[src/hw/imdp_pkg.sv]
package imdp_pkg;
    // ****************************************
    // Register map and fields
    // ****************************************
    localparam logic [7:0] SUB_STATUS  = 8'h02;
    localparam logic [7:0] SUB_HEADER  = 8'h04;
    localparam logic [7:0] SUB_PAYLOAD = 8'h05;
    localparam logic [2:0] LAST_BYTE   = 3'h7;
    localparam logic [7:0] EOL_ERR     = 8'hf0;
    localparam logic [5:0] FLAGS_RST   = 6'h00;
    localparam int         BIT_INVALID = 5;
    localparam logic [15:0] MEM_FIRST_BAD = 16'h0007;
    // Memory codes
    localparam logic [2:0] MEM_UPROG  = 3'h0;
    localparam logic [2:0] MEM_UXDATA = 3'h1;
    localparam logic [2:0] MEM_DPROG  = 3'h2;
    localparam logic [2:0] MEM_DCOEF  = 3'h3;
    localparam logic [2:0] MEM_DDATA  = 3'h4;
    localparam logic [2:0] MEM_DUDATA = 3'h5;
    localparam logic [2:0] MEM_DUCOEF = 3'h6;
    localparam int FIFO_DEPTH = 32;

    // ****************************************
    // Types
    // ****************************************
    typedef enum logic [1:0] {
        IMDP_IDLE  = 2'b00,
        IMDP_DATA  = 2'b01,
        IMDP_CKSUM = 2'b10
    } imdp_load_e;

    // One 8-byte payload group on its way to memory
    typedef struct packed {
        logic [2:0]  sel;
        logic [15:0] addr;
        logic [63:0] bytes;
    } imdp_grp_s;
endpackage

[src/hw/imdp_top.sv]
`timescale 1ns/1ps
// ****************************************
// Group FIFO
// ****************************************
module imdp_fifo #(
    parameter int W = 83,
    parameter int D = 32
) (
    // Clock and reset
    input  wire logic         clk,
    input  wire logic         reset,
    // Fill side
    input  wire logic         in_valid,
    output logic              in_ready,
    input  wire logic [W-1:0] in_data,
    // Drain side
    output logic              out_valid,
    input  wire logic         out_ready,
    output logic [W-1:0]      out_data
);
    localparam int AW = $clog2(D);
    logic [W-1:0] mem [D];
    logic [AW:0]  wp;
    logic [AW:0]  rp;

    initial begin
        if (D < 2 || (D & (D - 1)) != 0) $error("imdp_fifo depth must be a power of two");
    end

    // Honest flags from the extra pointer bit
    assign in_ready  = !((wp[AW] != rp[AW]) && (wp[AW-1:0] == rp[AW-1:0]));
    assign out_valid = (wp != rp);
    assign out_data  = mem[rp[AW-1:0]];

    // Write pointer and storage
    always_ff @(posedge clk or posedge reset) begin
        if (reset) begin
            wp <= '0;
        end else if (in_valid && in_ready) begin
            wp <= wp + 1'b1;
        end
    end
    always_ff @(posedge clk) begin
        if (in_valid && in_ready) begin
            mem[wp[AW-1:0]] <= in_data;
        end
    end
    // Read pointer
    always_ff @(posedge clk or posedge reset) begin
        if (reset) begin
            rp <= '0;
        end else if (out_valid && out_ready) begin
            rp <= rp + 1'b1;
        end
    end
endmodule // imdp_fifo

// ****************************************
// Memory download port
// ****************************************
module imdp_top
    import imdp_pkg::*;
#(
    parameter int DEPTH = FIFO_DEPTH
) (
    // Clock and reset
    input  wire logic        clk,
    input  wire logic        reset,
    // Register port from the slave front end
    input  wire logic        reg_start,
    input  wire logic [7:0]  reg_sub,
    input  wire logic        reg_wr,
    input  wire logic [7:0]  reg_wdata,
    input  wire logic        reg_rd,
    output logic [7:0]       reg_rdata,
    output logic             reg_busy,
    // Memory write port
    output logic             mem_we,
    output logic [2:0]       mem_sel,
    output logic [15:0]      mem_addr,
    output logic [53:0]      mem_wdata,
    input  wire logic        mem_ready,
    // Load state
    output logic             load_active,
    output logic             load_done,
    output logic [7:0]       status_low
);
    initial begin
        if (DEPTH < 2) $error("imdp_top fifo depth too small");
    end

    logic [7:0]  sub;
    logic [2:0]  idx;
    logic [63:0] hdr;
    logic        hdr_go;
    logic [15:0] sum;
    logic [5:0]  flags;
    logic        eol;
    imdp_load_e  st;
    logic [15:0] left;
    logic [2:0]  gcnt;
    logic [2:0]  cur_sel;
    logic [2:0]  cur_bit;
    logic [15:0] waddr;
    logic [63:0] grp;
    logic [7:0]  trail_hi;
    logic        tcnt;
    logic        drop;
    logic        push;
    imdp_grp_s   push_d;
    logic        f_in_ready;
    logic        f_out_valid;
    logic        f_out_ready;
    imdp_grp_s   f_out;
    logic        have;
    imdp_grp_s   g;
    logic [2:0]  k;

    wire hdr_wr = reg_wr && sub == SUB_HEADER;
    wire pay_wr = reg_wr && sub == SUB_PAYLOAD;
    wire [15:0] h_ck  = hdr[63:48];
    wire [15:0] h_mem = hdr[47:32];
    wire [15:0] h_adr = hdr[31:16];
    wire [15:0] h_cnt = hdr[15:0];
    wire [15:0] sum_n = sum + {8'h00, reg_wdata};
    wire        ok    = ({trail_hi, reg_wdata} == sum) && (sum == h_ck) && !drop;

    // Words per group and flag bit per memory type
    function automatic logic [3:0] nwords(input logic [2:0] s);
        unique case (s)
            MEM_UPROG, MEM_UXDATA: nwords = 4'h8;
            MEM_DCOEF, MEM_DUCOEF: nwords = 4'h2;
            default:               nwords = 4'h1;
        endcase
    endfunction
    function automatic logic [2:0] flag_bit(input logic [2:0] s);
        unique case (s)
            MEM_DCOEF, MEM_DUCOEF: flag_bit = 3'h3;
            MEM_DDATA, MEM_DUDATA: flag_bit = 3'h4;
            default:               flag_bit = s;
        endcase
    endfunction
    function automatic logic [53:0] word(input imdp_grp_s e, input logic [2:0] n);
        unique case (e.sel)
            MEM_UPROG, MEM_UXDATA: word = {46'h0, e.bytes[8*(7-n) +: 8]};
            MEM_DCOEF, MEM_DUCOEF: word = n[0] ? {26'h0, e.bytes[27:0]}
                                               : {26'h0, e.bytes[59:32]};
            MEM_DPROG:             word = e.bytes[53:0];
            default:               word = {6'h0, e.bytes[47:0]};
        endcase
    endfunction

    // Subaddress and byte index of the current register access
    always_ff @(posedge clk or posedge reset) begin
        if (reset) begin
            sub <= 8'h00;
            idx <= 3'h0;
        end else if (reg_start) begin
            sub <= reg_sub;
            idx <= 3'h0;
        end else if (reg_wr || reg_rd) begin
            idx <= idx + 3'h1;
        end
    end

    always_ff @(posedge clk or posedge reset) begin
        if (reset) begin
            hdr    <= 64'h0;
            hdr_go <= 1'b0;
        end else begin
            hdr_go <= hdr_wr && idx == LAST_BYTE;
            if (hdr_wr) hdr <= {hdr[55:0], reg_wdata};
        end
    end

    // running sum over header bytes 2-8 and data
    always_ff @(posedge clk or posedge reset) begin
        if (reset) begin
            sum <= 16'h0;
        end else if (hdr_wr) begin
            sum <= (idx == 3'h0) ? 16'h0 : sum_n;
        end else if (pay_wr && st == IMDP_DATA) begin
            sum <= sum_n;
        end
    end

    always_ff @(posedge clk or posedge reset) begin
        if (reset) begin
            st       <= IMDP_IDLE;
            left     <= 16'h0;
            gcnt     <= 3'h0;
            grp      <= 64'h0;
            cur_sel  <= 3'h0;
            cur_bit  <= 3'h0;
            waddr    <= 16'h0;
            tcnt     <= 1'b0;
            trail_hi <= 8'h00;
            push     <= 1'b0;
            push_d   <= '0;
        end else begin
            push <= 1'b0;
            if (hdr_go && h_cnt != 16'h0 && h_mem < MEM_FIRST_BAD) begin
                st      <= IMDP_DATA;
                left    <= h_cnt;
                gcnt    <= 3'h0;
                grp     <= 64'h0;
                cur_sel <= h_mem[2:0];
                cur_bit <= flag_bit(h_mem[2:0]);
                waddr   <= h_adr;
                tcnt    <= 1'b0;
            end else if (hdr_go) begin
                st <= IMDP_IDLE;
            end else if (pay_wr && st == IMDP_DATA) begin
                grp[8*(7-gcnt) +: 8] <= reg_wdata;
                gcnt <= gcnt + 3'h1;
                left <= left - 16'h1;
                // Short last group goes out zero padded
                if (gcnt == LAST_BYTE || left == 16'h1) begin
                    push         <= 1'b1;
                    push_d.sel   <= cur_sel;
                    push_d.addr  <= waddr;
                    push_d.bytes <= grp;
                    push_d.bytes[8*(7-gcnt) +: 8] <= reg_wdata;
                    waddr <= waddr + {12'h0, nwords(cur_sel)};
                    grp   <= 64'h0;
                    gcnt  <= 3'h0;
                end
                if (left == 16'h1) st <= IMDP_CKSUM;
            end else if (pay_wr && st == IMDP_CKSUM) begin
                tcnt     <= 1'b1;
                trail_hi <= reg_wdata;
                if (tcnt) st <= IMDP_IDLE;
            end
        end
    end

    // A group pushed into a full FIFO is lost and fails the load
    always_ff @(posedge clk or posedge reset) begin
        if (reset) begin
            drop <= 1'b0;
        end else if (hdr_go) begin
            drop <= 1'b0;
        end else if (push && !f_in_ready) begin
            drop <= 1'b1;
        end
    end

    // Error flags, end-of-load and done
    always_ff @(posedge clk or posedge reset) begin
        if (reset) begin
            flags     <= FLAGS_RST;
            eol       <= 1'b0;
            load_done <= 1'b0;
        end else if (hdr_go) begin
            if (h_cnt == 16'h0) begin
                load_done <= 1'b1;
                eol       <= (h_ck != 16'h0) || (h_adr != 16'h0);
            // codes 7 and above are an invalid select
            end else if (h_mem >= MEM_FIRST_BAD) begin
                flags[BIT_INVALID] <= 1'b1;
            end else begin
                flags[flag_bit(h_mem[2:0])] <= 1'b1;
                load_done <= 1'b0;
            end
        // only a good checksum clears the flag
        end else if (pay_wr && st == IMDP_CKSUM && tcnt && ok) begin
            flags[cur_bit] <= 1'b0;
        end
    end

    always_ff @(posedge clk or posedge reset) begin
        if (reset) begin
            status_low  <= 8'h00;
            reg_rdata   <= 8'h00;
            load_active <= 1'b0;
            reg_busy    <= 1'b0;
        end else begin
            status_low  <= eol ? EOL_ERR : {2'b00, flags};
            load_active <= st != IMDP_IDLE;
            reg_busy    <= !f_in_ready;
            if (reg_rd) begin
                reg_rdata <= (sub == SUB_STATUS && idx[1:0] == 2'h3) ? status_low : 8'h00;
            end
        end
    end

    imdp_fifo #(.W($bits(imdp_grp_s)), .D(DEPTH)) u_fifo (
        .clk       (clk),
        .reset     (reset),
        .in_valid  (push),
        .in_ready  (f_in_ready),
        .in_data   (push_d),
        .out_valid (f_out_valid),
        .out_ready (f_out_ready),
        .out_data  (f_out)
    );
    assign f_out_ready = !have;

    // Drain: unpack each group into memory words, stalled by mem_ready
    always_ff @(posedge clk or posedge reset) begin
        if (reset) begin
            have      <= 1'b0;
            g         <= '0;
            k         <= 3'h0;
            mem_we    <= 1'b0;
            mem_sel   <= 3'h0;
            mem_addr  <= 16'h0;
            mem_wdata <= 54'h0;
        end else if (!have && f_out_valid) begin
            have      <= 1'b1;
            g         <= f_out;
            k         <= 3'h0;
            mem_we    <= 1'b1;
            mem_sel   <= f_out.sel;
            mem_addr  <= f_out.addr;
            mem_wdata <= word(f_out, 3'h0);
        end else if (mem_we && mem_ready) begin
            if ({1'b0, k} + 4'h1 < nwords(g.sel)) begin
                k         <= k + 3'h1;
                mem_addr  <= mem_addr + 16'h1;
                mem_wdata <= word(g, k + 3'h1);
            end else begin
                have   <= 1'b0;
                mem_we <= 1'b0;
            end
        end
    end
endmodule // imdp_top

[config.mk]
export PLATFORM = sky130hd
export DESIGN_NAME = imdp_top
export DESIGN_NICKNAME = d
export VERILOG_FILES = /design/src/hw/imdp_pkg.sv /design/src/hw/imdp_top.sv
export SDC_FILE = /design/constraint.sdc
export NUM_CORES = 2
export LEC_CHECK = 0
export BUFFER_PORTS_ARGS = -buffer_cell sky130_fd_sc_hd__clkbuf_2
export CORE_ASPECT_RATIO = 0.6
export CORE_MARGIN = 2
export CORE_UTILIZATION = 50
export CTS_BUF_LIST = sky130_fd_sc_hd__clkbuf_16
export DETAILED_ROUTE_END_ITERATION = 10
export PLACE_DENSITY_LB_ADDON = 0.08
export SLEW_MARGIN = 5
export SYNTH_ARGS = -nofsm -noshare
export SYNTH_HDL_FRONTEND = slang
export SYNTH_HIERARCHICAL = 1
export SYNTH_SLANG_ARGS = --single-unit
[constraint.sdc]
create_clock -name clk -period 20.3 [get_ports clk]
set_input_delay 2.03 -clock clk [delete_from_list [all_inputs] [get_ports clk]]
set_output_delay 2.03 -clock clk [all_outputs]
set_load 0.02 [all_outputs]
==> flow_metrics.py <==
metrics = {
    "outcome": {
        "status": "complete, no violations",
    },
    "placement": {
        "place.gp.congestion": 0.841,
        "io_buffers": 114,
        "placed_area_um2": 128000,
        "dp_hpwl_mm": 191,
    },
    "hold_path": {
        "hold_path_class": "reg2reg",
        "holdPathStages": 2,
    },
    "sta": {
        "slew_headroom_pct": 2.14,
        "fin_tns_setup_ns": 0,
        "fin_crit_sh_pct": 29.8,
        "period_minus_slack_ns": 6.06,
        "fmax_mhz": 165,
        "rsz0062_at_grt": "false",
        "finalHoldViolations": 0,
        "tightest_slew_ns": 1.47,
        "holdWs_ns": 0.479,
        "setup_violations": 0,
        "report.final.slew_viol_count": 0,
        "fin_skew_ns": 0.0544,
    },
    "yosys": {
        "netlist_area_um2": 123000,
        "synth_top_family_by_area": "multiplexers",
        "yosysMostFrequentCell": "edfxtp_1",
        "synth_top_area_share_pct": 64.9,
        "ys_warn_count": 6,
        "synth-edff-count": 2656,
        "ys_seq_area_share_pct": 74.5,
        "synth_compound_area_share_pct": 2.76,
        "post_synth_num_cell_types": 79,
        "synth-xor-area-share_pct": 0.435,
        "yosysTopAreaCell": "edfxtp_1",
        "synth_fa_ha_area_share_pct": 0.307,
        "synth_cells": 6198,
        "synthFlopType": "edfxtp_1",
        "synth_commonest_cells": "edfxtp_1, mux4_2, nand2_1",
        "synth-simple-area-share_pct": 3.65,
        "avgSynthCellArea_um2": 19.8,
        "synth-seq-cells": 3126,
        "async_flop_share_pct": 15.0,
        "synthTopCellsByArea": "edfxtp_1, mux4_2, dfrtp_1",
        "synthMuxAreaShare_pct": 17.0,
        "synth_fp_nets": 6249,
    },
    "clock_tree": {
        "h-tree-depth": 5,
        "cts_buffers": 295,
        "cts-hold-fix-buffers": 0,
        "cts_tree": "yes",
        "postCtsSetupBuffers": 0,
        "clock_path_buffers": 4,
        "cts_num_sinks": 3126,
        "clk_pin_slew_ns": 0.06,
        "clock_latency_ns": 0.87,
        "cts_root_buf": "clkbuf_16",
        "post_cts_resized": 0,
    },
    "route": {
        "dr.first_iter.drc_count": 8177,
        "drt_wl_total_mm": 347,
        "firstDrtPassIters": 6,
        "drcViolationCount": 0,
        "viasPerCell": 6.49,
        "final_antenna_net_count": 0,
        "vias": 64142,
        "wire_per_inst_um": 35.1,
    },
    "critical_path": {
        "cp.depth": 9,
        "cp_max_fo": 105,
        "worstSetupEndpointType": "register",
        "critical_path_class": "reg2reg",
        "cpMaxStageDelayCell": "dfrtp_4",
        "critPathArrivalTime_ns": 6.81,
        "cp-start-kind": "register",
        "path_cells": "buf_12 -> buf_12 -> buf_4 -> buf_4 -> mux4_2 -> mux4_2 -> mux2_2 -> a221oi_1 -> nor2_1",
        "cp_top_family": "buffers and inverters",
        "crit_path_max_incr_delay_ns": 0.95,
        "rr_worst_depth": 9,
        "required_ns": 21.05,
        "cp_num_buf_inv": 4,
    },
    "global_route": {
        "grt_max_degree": 159,
        "grt_pass1_wl_mm": 488,
        "grt_use_total_pct": 27.7,
        "antenna_found_initial": 7,
        "grt_pass1_vias": 61287,
        "overflow": 0,
    },
    "floorplanning": {
        "start_util_pct": 50.5,
        "die_w_um": 644,
        "io_pins": 115,
        "fp.dieH_um": 388,
        "rows": 140,
        "coreArea_um2": 243000,
        "die-area_um2": 250000,
    },
    "power_and_ir_drop": {
        "finalPower_uw": 12700,
        "power_density_nw_per_um2": 93.1,
        "ir_worst_vdd_uv": 68.1,
        "leakagePower_uw": 0.0371,
    },
    "cells_and_area": {
        "drive_gt1_share_pct": 25.9,
        "nets": 6448,
        "area_growth_pct": 11.2,
        "nFillCells": 18302,
        "final_area_um2": 137000,
    },
    "job": {
        "maxCapViolCount": 0,
    },
}
layout by cell type (no fill, tap or decap), types with 97 or more instances in the layout:
cell,synthesis,final
a21oi_1,121,120
buf_4,40,135
clkbuf_16,0,304
clkbuf_2,1,114
dfrtp_1,470,463
edfxtp_1,2656,2656
inv_1,35,97
mux2_2,178,178
mux4_2,801,801
nand2_1,524,524
nor2_1,192,158
o21ai_0,186,186
worst min-delay path, stage by stage (launching register included):
cell and delay, ns:
dfrtp_1 0.34, nand2_1 0.04, o21ai_0 0.06
worst paths after layout:
check                                              start                        end  slack, ns
min in group asynchronous                          reset   u_fifo/rp[3]$_DFFE_PP0P_       1.36
worst min-delay path                 grp[39]$_DFFE_PP0P_        grp[39]$_DFFE_PP0P_       0.48
worst max-delay path            u_fifo/rp[0]$_DFFE_PP0P_  mem_wdata[52]$_DFFE_PP0P_      14.24
worst min register to register       grp[39]$_DFFE_PP0P_        grp[39]$_DFFE_PP0P_       0.48
worst max register to register  u_fifo/rp[0]$_DFFE_PP0P_  mem_wdata[52]$_DFFE_PP0P_      14.24
max in group asynchronous                          reset         sub[3]$_DFFE_PP0P_      16.55
layout make-up:
class                   count  area (µm²)  share of cell area [%]
inverters                  35         139                   0.102
clock inverters           212        1500                    1.10
diodes                      5        12.5                 0.00916
well taps                3266        4090                    2.99
multi-input cells        2679       30000                    21.9
flip-flops and latches   3126       91500                    67.0
repair buffers            260        1800                    1.32
clock buffers             304        7610                    5.57
cell families after synthesis:
logic type,Yosys count
flip-flops,3126
buffers and inverters,393
AND/OR/NAND/NOR,1002
AO/OA/AOI/OAI,529
XOR/XNOR,61
adder cells (fa/ha/maj),29
multiplexers,1058
report_power, final:
group	total, µW	internal [µW]	switching (µW)
clock	5350	2980	2370
combinational	386	118	268
sequential	6990	6920	74.1
registers in the layout, indices dropped and copies added (netlist names), 6 cells and up:
signal      count
u_fifo/mem   2656
push_d         83
g              67
grp            64
hdr            64
mem_wdata      54
left           16
mem_addr       16
sum            16
waddr          16
sub             8
trail_hi        8
reg_rdata       7
status_low      7
flags           6
u_fifo/rp       6
u_fifo/wp       6
through the flow:
step	instances	setup slack [ns]	util, %
finish	9887	14.24	56.1
global placement	9366	13.88	52.4
CTS	9882	13.85	56.1
detailed placement	9366	13.84	52.4
floorplan	6198	5.50	-
global route	9882	13.62	56.1
routing by layer:
layer | track usage (%) | up-vias | wire, µm
met5 | 0 | - | 0
met4 | 6.16 | 0 | 8120
met3 | 4.55 | 492 | 30200
met2 | 40.0 | 3176 | 153000
met1 | 44.6 | 34925 | 156000
li1 | - | 25549 | -
Note: power is estimated with default switching activity, not from simulation.
